$ cat config.mk
export PLATFORM = sky130hd
export DESIGN_NAME = spdr_regs
export DESIGN_NICKNAME = d
export VERILOG_FILES = /design/src/include/spdr_pkg.sv /design/src/hw/spdr_lock_detect.sv /design/src/hw/spdr_regs.sv
export SDC_FILE = /design/constraint.sdc
export NUM_CORES = 1
export LEC_CHECK = 0
export BUFFER_PORTS_ARGS = -buffer_cell sky130_fd_sc_hd__buf_4
export CORE_MARGIN = 3
export CORE_UTILIZATION = 30
export DETAILED_ROUTE_END_ITERATION = 10
export GPL_ROUTABILITY_DRIVEN = 1
export HOLD_SLACK_MARGIN = 0.02
export PLACE_DENSITY = 0.56
export SLEW_MARGIN = 20
export SYNTH_ARGS = -nofsm -noshare
export SYNTH_HDL_FRONTEND = slang
export SYNTH_SLANG_ARGS = --single-unit
$ cat constraint.sdc
create_clock -name pclk -period 6.2 [get_ports pclk]
set_clock_uncertainty 0.1 [all_clocks]
set_input_delay 0.62 -clock pclk [delete_from_list [all_inputs] [get_ports pclk]]
set_output_delay 0.62 -clock pclk [all_outputs]
set_load 0.01 [all_outputs]
$ cat src/include/spdr_pkg.sv
package spdr_pkg;
   // Register indices; the byte address is four times the index.
   localparam logic [3:0]  IDX_FIRST_CTRL  = 4'h0;
   localparam logic [3:0]  IDX_SECOND_CTRL = 4'h1;
   localparam logic [3:0]  IDX_CLK_MULT    = 4'h2;
   localparam logic [3:0]  IDX_DAC_CAL     = 4'h3;
   localparam logic [3:0]  IDX_RAMP_LOW    = 4'h4;
   localparam logic [3:0]  IDX_RAMP_HIGH   = 4'h5;
   localparam logic [3:0]  IDX_RAMP_RISE   = 4'h6;
   localparam int          IDX_LSB         = 2;
   localparam int          IDX_MSB         = 5;
   localparam int          ADDR_W          = 8;

   // First and second control words (only the bits this block owns).
   localparam int          FC_OSC_CAL_BIT  = 24;
   localparam int          FC_LOCK_BIT     = 24;
   localparam int          SC_RAMP_EN_BIT  = 19;

   // Clock multiplier control word.
   localparam int          CM_DBL_EN_BIT   = 19;
   localparam int          CM_DBL_EDGE_BIT = 16;
   localparam int          CM_N_LSB        = 8;
   localparam int          CM_N_MSB        = 15;
   localparam int          CM_MAN_PUMP_BIT = 6;
   localparam int          CM_PUMP_LSB     = 3;
   localparam int          CM_PUMP_MSB     = 5;
   localparam int          CM_LOCK_EN_BIT  = 2;
   localparam int          CM_WIN_LSB      = 0;
   localparam int          CM_WIN_MSB      = 1;
   localparam logic [7:0]  CM_N_RESET      = 8'h19;

   // DAC calibration control word.
   localparam int          DC_SYNC_PD_BIT  = 26;
   localparam int          DC_CLK_PD_BIT   = 25;
   localparam int          DC_CAL_GO_BIT   = 24;
   localparam int          DC_KEEP_MSB     = 23;
   localparam logic [23:0] DC_KEEP_RESET   = 24'h000000;

   // Lock window: 128 reference cycles shifted left by the 2-bit code.
   localparam logic [10:0] LOCK_WIN_BASE   = 11'h080;
   localparam int          LOCK_CNT_W      = 11;

   typedef enum logic [2:0] {
      LD_OFF    = 3'b001,
      LD_SEEK   = 3'b010,
      LD_LOCKED = 3'b100
   } spdr_lock_state_t;
endpackage : spdr_pkg

$ cat src/hw/spdr_lock_detect.sv
`timescale 1ns/1ps
module spdr_lock_detect
   import spdr_pkg::*;
(
   // Clock and reset
   input  wire logic                 pclk,
   input  wire logic                 presetn,
   // Control
   input  wire logic                 lock_detect_en,
   input  wire logic [1:0]           lock_window_length,
   // Loop observation
   input  wire logic                 ref_tick,
   input  wire logic                 phase_in_window,
   // Status
   output logic                      locked
);
   spdr_lock_state_t        state_q, state_d;
   logic [LOCK_CNT_W-1:0]   cnt_q, cnt_d;
   logic [LOCK_CNT_W-1:0]   limit;

   assign limit  = LOCK_WIN_BASE << lock_window_length;
   assign locked = (state_q == LD_LOCKED);

   always_comb begin
      state_d = state_q;
      cnt_d   = cnt_q;
      case (state_q)
         LD_OFF: begin
            cnt_d = '0;
            if (lock_detect_en) begin
               state_d = LD_SEEK;
            end
         end
         LD_SEEK: begin
            if (ref_tick && !phase_in_window) begin
               cnt_d = '0;
            end else if (ref_tick) begin
               cnt_d = cnt_q + 1'b1;
               if (cnt_d == limit) begin
                  state_d = LD_LOCKED;
               end
            end
         end
         LD_LOCKED: begin
            // A single reference tick outside the window drops lock and restarts the count.
            if (ref_tick && !phase_in_window) begin
               state_d = LD_SEEK;
               cnt_d   = '0;
            end
         end
         default: begin
            state_d = LD_OFF;
            cnt_d   = '0;
         end
      endcase
      if (!lock_detect_en) begin
         state_d = LD_OFF;
         cnt_d   = '0;
      end
   end

   always_ff @(posedge pclk or negedge presetn) begin
      if (!presetn) begin
         state_q <= LD_OFF;
         cnt_q   <= '0;
      end else begin
         state_q <= state_d;
         cnt_q   <= cnt_d;
      end
   end
endmodule : spdr_lock_detect

$ cat src/hw/spdr_regs.sv
// Behaviour
// - Doubler circuit runs when edge bit 16 and doubler enable bit 19 are both set.
// - Bits 15..8 hold feedback divider N; total multiplication is twice N.
// - Feedback divider resets to 25, giving default multiplication of 50.
// - Bit 6 clear uses calibrated pump current; set uses manual code.
// - Bits 5..3 give the manual charge pump current code.
// - Bit 2 enables lock detection of the multiplier loop.
// - Bits 1..0 choose lock window of 128, 256, 512 or 1024 reference cycles.
// - Lock status reads back at bit 24 of register 0x00.
// - DAC word bit 26 set powers down the sync output circuitry.
// - Bit 25 powers down calibration clock; it runs only if bits 25, 26 clear.
// - Writing one to DAC word bit 24 starts automatic DAC calibration.
// - Ramp limits and step act only while ramp enable 0x01 bit 19 is set.
// - Register 0x04 holds the 32-bit ramp lower limit.
// - Register 0x05 holds the 32-bit ramp upper limit.
// - Register 0x06 holds the 32-bit rising ramp step.
`timescale 1ns/1ps
module spdr_regs
   import spdr_pkg::*;
(
   // Clock and reset
   input  wire logic                 pclk,
   input  wire logic                 presetn,
   // APB slave
   input  wire logic                 psel,
   input  wire logic                 penable,
   input  wire logic                 pwrite,
   input  wire logic [ADDR_W-1:0]    paddr,
   input  wire logic [31:0]          pwdata,
   output logic                      pready,
   output logic [31:0]               prdata,
   output logic                      pslverr,
   // Loop observation and calibration result
   input  wire logic                 ref_tick,
   input  wire logic                 phase_in_window,
   input  wire logic [2:0]           auto_pump_code,
   // Multiplier loop controls
   output logic                      doubler_on,
   output logic [7:0]                feedback_div_n,
   output logic [8:0]                loop_mult_total,
   output logic [2:0]                pump_current_code,
   output logic                      lock_detect_en,
   output logic [1:0]                lock_window_length,
   output logic                      pll_locked,
   output logic                      osc_cal_start,
   // DAC controls
   output logic                      sync_out_pd,
   output logic                      dac_cal_clk_on,
   output logic                      dac_cal_start,
   // Ramp generator controls
   output logic                      ramp_enable,
   output logic [31:0]               ramp_lower,
   output logic [31:0]               ramp_upper,
   output logic [31:0]               ramp_rise_step
);
   // Stored register fields.
   logic                     ramp_en_q;
   logic                     dbl_en_q;
   logic                     dbl_edge_q;
   logic [7:0]               fb_n_q;
   logic                     man_pump_q;
   logic [2:0]               pump_code_q;
   logic                     lock_en_q;
   logic [1:0]               win_q;
   logic                     sync_pd_q;
   logic                     cal_clk_pd_q;
   logic [DC_KEEP_MSB:0]     dac_keep_q;
   logic [31:0]              ramp_low_q;
   logic [31:0]              ramp_high_q;
   logic [31:0]              ramp_rise_q;

   // Output flops.
   logic                     pready_q;
   logic [31:0]              prdata_q;
   logic                     pslverr_q;
   logic                     doubler_on_q;
   logic [8:0]               mult_total_q;
   logic [2:0]               pump_out_q;
   logic                     locked_q;
   logic                     osc_cal_q;
   logic                     dac_cal_q;
   logic                     cal_clk_on_q;
   logic [31:0]              ramp_low_out_q;
   logic [31:0]              ramp_high_out_q;
   logic [31:0]              ramp_rise_out_q;

   // Decoding and bus phases.
   function automatic logic hit(input logic [ADDR_W-1:0] a, input logic [3:0] idx);
      hit = (a[IDX_MSB:IDX_LSB] == idx) && (a[IDX_LSB-1:0] == '0) &&
            (a[ADDR_W-1:IDX_MSB+1] == '0);
   endfunction : hit

   wire        setup_ph  = psel && !penable;
   wire        wr_commit = psel && penable && pready_q && pwrite && !pslverr_q;
   wire        hit_first = hit(paddr, IDX_FIRST_CTRL);
   wire        hit_sec   = hit(paddr, IDX_SECOND_CTRL);
   wire        hit_cm    = hit(paddr, IDX_CLK_MULT);
   wire        hit_dac   = hit(paddr, IDX_DAC_CAL);
   wire        hit_low   = hit(paddr, IDX_RAMP_LOW);
   wire        hit_high  = hit(paddr, IDX_RAMP_HIGH);
   wire        hit_rise  = hit(paddr, IDX_RAMP_RISE);
   wire        mapped    = hit_first | hit_sec | hit_cm | hit_dac |
                           hit_low | hit_high | hit_rise;
   wire        lock_now;

   // Per-register write strobes of a committing access.
   wire        wr_first  = wr_commit && hit_first;
   wire        wr_sec    = wr_commit && hit_sec;
   wire        wr_cm     = wr_commit && hit_cm;
   wire        wr_dac    = wr_commit && hit_dac;
   wire        wr_low    = wr_commit && hit_low;
   wire        wr_high   = wr_commit && hit_high;
   wire        wr_rise   = wr_commit && hit_rise;

   // Read views; every bit not named here reads as zero.
   wire [31:0] rd_first  = 32'(locked_q) << FC_LOCK_BIT;
   wire [31:0] rd_sec    = 32'(ramp_en_q) << SC_RAMP_EN_BIT;
   wire [31:0] rd_cm     = (32'(dbl_en_q) << CM_DBL_EN_BIT) |
                           (32'(dbl_edge_q) << CM_DBL_EDGE_BIT) |
                           (32'(fb_n_q) << CM_N_LSB) |
                           (32'(man_pump_q) << CM_MAN_PUMP_BIT) |
                           (32'(pump_code_q) << CM_PUMP_LSB) |
                           (32'(lock_en_q) << CM_LOCK_EN_BIT) |
                           (32'(win_q) << CM_WIN_LSB);
   // The calibration start bit is a trigger and always reads back as zero.
   wire [31:0] rd_dac    = (32'(sync_pd_q) << DC_SYNC_PD_BIT) |
                           (32'(cal_clk_pd_q) << DC_CLK_PD_BIT) |
                           32'(dac_keep_q);
   wire [31:0] rd_mux    = hit_first ? rd_first :
                           hit_sec   ? rd_sec :
                           hit_cm    ? rd_cm :
                           hit_dac   ? rd_dac :
                           hit_low   ? ramp_low_q :
                           hit_high  ? ramp_high_q :
                           hit_rise  ? ramp_rise_q : 32'h00000000;

   // Next bus answer.
   wire        pslverr_d = setup_ph && !mapped;
   wire [31:0] prdata_d  = (setup_ph && !pwrite) ? rd_mux : 32'h00000000;

   // Bus answer: data and status are prepared in the setup cycle so the
   // access cycle always completes with no wait states.
   always_ff @(posedge pclk or negedge presetn) begin
      if (!presetn) begin
         pready_q  <= 1'b0;
         prdata_q  <= 32'h00000000;
         pslverr_q <= 1'b0;
      end else begin
         pready_q  <= setup_ph;
         pslverr_q <= pslverr_d;
         prdata_q  <= prdata_d;
      end
   end

   // Control registers; only the owned bit positions are stored.
   always_ff @(posedge pclk or negedge presetn) begin
      if (!presetn) begin
         ramp_en_q   <= 1'b0;
         dbl_en_q    <= 1'b0;
         dbl_edge_q  <= 1'b0;
         fb_n_q      <= CM_N_RESET;
         man_pump_q  <= 1'b0;
         pump_code_q <= 3'h0;
         lock_en_q   <= 1'b0;
         win_q       <= 2'h0;
      end else if (wr_sec) begin
         ramp_en_q   <= pwdata[SC_RAMP_EN_BIT];
      end else if (wr_cm) begin
         dbl_en_q    <= pwdata[CM_DBL_EN_BIT];
         dbl_edge_q  <= pwdata[CM_DBL_EDGE_BIT];
         fb_n_q      <= pwdata[CM_N_MSB:CM_N_LSB];
         man_pump_q  <= pwdata[CM_MAN_PUMP_BIT];
         pump_code_q <= pwdata[CM_PUMP_MSB:CM_PUMP_LSB];
         lock_en_q   <= pwdata[CM_LOCK_EN_BIT];
         win_q       <= pwdata[CM_WIN_MSB:CM_WIN_LSB];
      end
   end

   always_ff @(posedge pclk or negedge presetn) begin
      if (!presetn) begin
         sync_pd_q    <= 1'b0;
         cal_clk_pd_q <= 1'b0;
         dac_keep_q   <= DC_KEEP_RESET;
      end else if (wr_dac) begin
         sync_pd_q    <= pwdata[DC_SYNC_PD_BIT];
         cal_clk_pd_q <= pwdata[DC_CLK_PD_BIT];
         dac_keep_q   <= pwdata[DC_KEEP_MSB:0];
      end
   end

   always_ff @(posedge pclk or negedge presetn) begin
      if (!presetn) begin
         ramp_low_q  <= 32'h00000000;
         ramp_high_q <= 32'h00000000;
         ramp_rise_q <= 32'h00000000;
      end else begin
         if (wr_low) begin
            ramp_low_q <= pwdata;
         end
         if (wr_high) begin
            ramp_high_q <= pwdata;
         end
         if (wr_rise) begin
            ramp_rise_q <= pwdata;
         end
      end
   end

   spdr_lock_detect u_lock (
      .pclk               (pclk),
      .presetn            (presetn),
      .lock_detect_en     (lock_en_q),
      .lock_window_length (win_q),
      .ref_tick           (ref_tick),
      .phase_in_window    (phase_in_window),
      .locked             (lock_now)
   );

   // Next values of the derived controls.
   wire        doubler_on_d = dbl_edge_q && dbl_en_q;
   wire [8:0]  mult_total_d = {fb_n_q, 1'b0};
   wire [2:0]  pump_out_d   = man_pump_q ? pump_code_q : auto_pump_code;
   wire        dac_cal_d    = wr_dac && pwdata[DC_CAL_GO_BIT];
   wire        osc_cal_d    = wr_first && pwdata[FC_OSC_CAL_BIT];
   // A DAC write moves the clock gate on the same edge as the power-down bits, so
   // the calibration clock never runs while the sync circuitry is already off.
   wire        cal_clk_on_d = wr_dac ? !(pwdata[DC_CLK_PD_BIT] || pwdata[DC_SYNC_PD_BIT]) :
                                       !(cal_clk_pd_q || sync_pd_q);
   // Ramp settings are held at zero toward the generator while disabled.
   wire [31:0] ramp_low_d   = ramp_en_q ? ramp_low_q : 32'h00000000;
   wire [31:0] ramp_high_d  = ramp_en_q ? ramp_high_q : 32'h00000000;
   wire [31:0] ramp_rise_d  = ramp_en_q ? ramp_rise_q : 32'h00000000;

   // Loop controls, registered so every output leaves a flip-flop.
   always_ff @(posedge pclk or negedge presetn) begin
      if (!presetn) begin
         doubler_on_q <= 1'b0;
         mult_total_q <= 9'h000;
         pump_out_q   <= 3'h0;
         locked_q     <= 1'b0;
      end else begin
         doubler_on_q <= doubler_on_d;
         mult_total_q <= mult_total_d;
         pump_out_q   <= pump_out_d;
         locked_q     <= lock_now;
      end
   end

   // Calibration clock gate.
   always_ff @(posedge pclk or negedge presetn) begin
      if (!presetn) begin
         cal_clk_on_q <= 1'b0;
      end else begin
         cal_clk_on_q <= cal_clk_on_d;
      end
   end

   // Ramp settings toward the generator.
   always_ff @(posedge pclk or negedge presetn) begin
      if (!presetn) begin
         ramp_low_out_q  <= 32'h00000000;
         ramp_high_out_q <= 32'h00000000;
         ramp_rise_out_q <= 32'h00000000;
      end else begin
         ramp_low_out_q  <= ramp_low_d;
         ramp_high_out_q <= ramp_high_d;
         ramp_rise_out_q <= ramp_rise_d;
      end
   end

   // Calibration triggers are one-cycle pulses on the committing write.
   always_ff @(posedge pclk or negedge presetn) begin
      if (!presetn) begin
         dac_cal_q <= 1'b0;
         osc_cal_q <= 1'b0;
      end else begin
         dac_cal_q <= dac_cal_d;
         osc_cal_q <= osc_cal_d;
      end
   end

   assign pready             = pready_q;
   assign prdata             = prdata_q;
   assign pslverr            = pslverr_q;
   assign doubler_on         = doubler_on_q;
   assign feedback_div_n     = fb_n_q;
   assign loop_mult_total    = mult_total_q;
   assign pump_current_code  = pump_out_q;
   assign lock_detect_en     = lock_en_q;
   assign lock_window_length = win_q;
   assign pll_locked         = locked_q;
   assign osc_cal_start      = osc_cal_q;
   assign sync_out_pd        = sync_pd_q;
   assign dac_cal_clk_on     = cal_clk_on_q;
   assign dac_cal_start      = dac_cal_q;
   assign ramp_enable        = ramp_en_q;
   assign ramp_lower         = ramp_low_out_q;
   assign ramp_upper         = ramp_high_out_q;
   assign ramp_rise_step     = ramp_rise_out_q;
endmodule : spdr_regs

==> summary.txt <==
GRT
  – Vias in the first global route: roughly 8000
  – Initial antenna violation count: 0
  – Largest net degree at the start of global routing: roughly 160
  – GRT Total Usage: 0.150
  – Total gr overflow: 0
  – First-pass GRT wire length: 48.5 mm

Setup path
  – Req. time, crit path: roughly 6500 ps
  – Most used cell, CP: buf_16
  – Critical path buffers and inverters: 3
  – Delay of the slowest cell on the worst path: 590 ps
  – Worst Setup Path Type: in -> reg
  – Crit-path leading delay family: simple AND/OR/NAND/NOR gates
  – Worst-path cell chain: buf_4, or4_4, nor3b_4, nand2_1, nor2_4, buf_16, buf_16, mux2_2
  – CP Max Fanout: 13
  – Slowest-stage cell, CP: or4_4
  – Critical Path AT: 3370 ps
  – Reg2Reg Setup Slack: between 3000 and 4000 ps
  – Startpoint types: primary input
  – Endpoint type of the worst setup path: register

Floorplan
  – Starting Density: 0.305
  – Die area: 42000 sq um
  – Chip Width: a little over 200 um
  – Die Span Y: 205 um
  – Num rows: 72
  – I/O pin count: 210
  – Core area: a little under 40000 sq um

Synthesis
  – Cells after Synth: about 910
  – Synth Warn #: 0
  – Top post-synthesis cells by count: 296 x dfrtp_1, 142 x mux2_2, 100 x and2_1, 59 x nand2_1, 43 x o21ai_0
  – Cell accounting for the most synthesized area: dfrtp_1
  – Post-synth EDFFs: 0
  – Syn nets: approximately 960
  – Top_reg_cell synth: dfrtp_1
  – Share of the synthesized area in the top cell type: 0.624
  – Synth Area per Inst: approximately 13 sq um
  – Most common cell in the netlist: dfrtp_1
  – #FFs+latches synth: 300
  – Asr flop ratio synth: 1.00
  – Synthesized area: 11900 sq um
  – Post-synthesis sequential area ratio: 0.632
  – Cell variety after synth: between 50 and 60
  – Top cells by area, synth: dfrtp_1 62%, mux2_2 13%, and2_1 5.3%

Hold path
  – Worst Hold Class: in -> reg

Detailed routing
  – Vias: 7709
  – Final ANT Viol Nets: 0
  – Starting DRT DRC Count: 410
  – DRC: 0
  – DR vias/cell: roughly 4.7
  – Top sig layer: met4
  – Routed wire per std cell: 19.2 um
  – Metal3 WL: 1.77 mm
  – Metal2 WL: 15.0 mm
  – Drt total wl: between 30 and 40 mm
  – DRT Pass-1 Iters: 4
  – M1 wire length: around 14 mm

Cells and area
  – Filler cell count in the final layout: 3736
  – Register area: 7510 sq um
  – Final #Nets: around 1200
  – Layout area overhead: 28.0%
  – Multi-input gate area: 4180 sq um
  – ANT cells: 0
  – Layout cells sized above 1: 0.383

STA
  – Tmin final: 3080 ps
  – Final hold violations: 0
  – RSZ-0062 raised after global routing: false
  – Fin. max-slew vios: 0
  – Relative slew slack: 0.276
  – # setup viols final: 0
  – Final period util: 0.497
  – Final TNS setup: 0 ps
  – Hold Slack: 248 ps
  – Slew @ Worst Pin: 1080 ps
  – Fmax: 324 MHz

Clocking
  – CTS tree: yes
  – Num CTS Buffers: 34
  – Max Buffers Root-to-Sink: 3
  – CTS clk-pin slew, worst paths: 60 ps
  – CTS Hold Bufs: 1
  – Num Clock Sinks: 300
  – Clock root cell: clkbuf_16
  – PostCTS Resize Cnt: 0
  – Clk Latency, worst-skew pair: 510 ps
  – Postcts setup bufs: 0
  – H-Tree Depth: 2

Outcome
  – Status: finished clean

Power
  – Peak supply drop: 0.000135 V
  – PD cells: 271 nW/um^2
  – Leakage power: 7.52 nW

Flow run
  – Max-cap violations: 0

Placement
  – Number of buffers added on ports: 208
  – Half-perimeter wire length after placement: 19.7 mm
  – RePlAce Congestion: 0.756
## area by class of cell
class	count	area share
flip-flops and latches	300	0.494
clock inverters	12	0.00914
multi-input cells	554	0.275
repair buffers	218	0.112
clock buffers	47	0.0658
inverters	3	0.000741
well taps	518	0.0426
## cells in the final DEF, fill, tap and decap left out, drive strengths merged, types with 5 or more instances in the layout
master and n:
dfrtp 296, buf 217, mux2 144, and2 100, nand2 59, clkbuf 47
o21ai 44, nor2 39, mux2i 33, a21oi 28, a22oi 25, nand2b 8
clkinv 8, nor2b 8, nor3 7, nand4 5, xnor2 5, nand3 5
## worst paths after layout
path | to | cells after the start | start
max in group asynchronous | u_lock.cnt_q[0] | 3 | presetn
setup / recovery | ramp_rise_q[10] | 8 | paddr[1]
hold / removal | pump_current_code[0] | 2 | auto_pump_code[0]
hold reg to reg | loop_mult_total[4] | 0 | feedback_div_n[3]
min in group asynchronous | ramp_high_q[20] | 2 | presetn
setup reg to reg | ramp_rise_q[10] | 7 | pready
## logic make-up (layout without fill, tap and decap cells)
kind of cell,after synthesis,after routing,synth area share
flip-flops,300,300,0.632
AND/OR/NAND/NOR,244,244,0.111
multiplexers,177,177,0.164
AO/OA/AOI/OAI,121,121,0.0623
buffers and inverters,54,280,0.0197
XOR/XNOR,10,10,0.00853
adder cells (fa/ha/maj),1,1,0.00105
other,1,1,0.000316
## report_power, final
part | leakage [nW] | switching (mW) | internal [mW]
sequential | 4.16 | 0.00357 | 1.96
clock | 0.572 | 0.778 | 1.25
combinational | 2.79 | 0.0871 | 0.0379
## layer usage
layer  GRT usage  vias up
li1            -     3546
met1       0.206     3930
met2       0.241      198
met3      0.0338       35
met4      0.0378        0
met5           0        -
## through the flow
stage / power [mW] / setup WS [ps] / cell area [sq um] / utilization / std cells
after floorplan: 2.03 / 3500 / 11900 / - / 908
after global placement: 2.13 / 2420 / 14000 / 0.359 / 1589
after detailed placement: 2.13 / 2360 / 14000 / 0.361 / 1592
after CTS: 4.19 / 2910 / 15200 / 0.390 / 1652
after global routing: 4.28 / 3010 / 15200 / 0.391 / 1652
final: 4.12 / 3120 / 15200 / 0.391 / 1652
## registers in the layout, summed over array words and instances, names as in the netlist, 2 cells and up
signal,flops
feedback_div_n,8
pump_code_q,3
ramp_lower,32
lock_window_length,2
ramp_rise_step,32
ramp_rise_q,32
pump_current_code,3
u_lock.cnt_q,11
ramp_high_q,32
prdata,32
dac_keep_q,24
ramp_upper,32
u_lock.state_q,3
ramp_low_q,32
loop_mult_total,8
No activity file was read; power rests on OpenSTA's default activity.
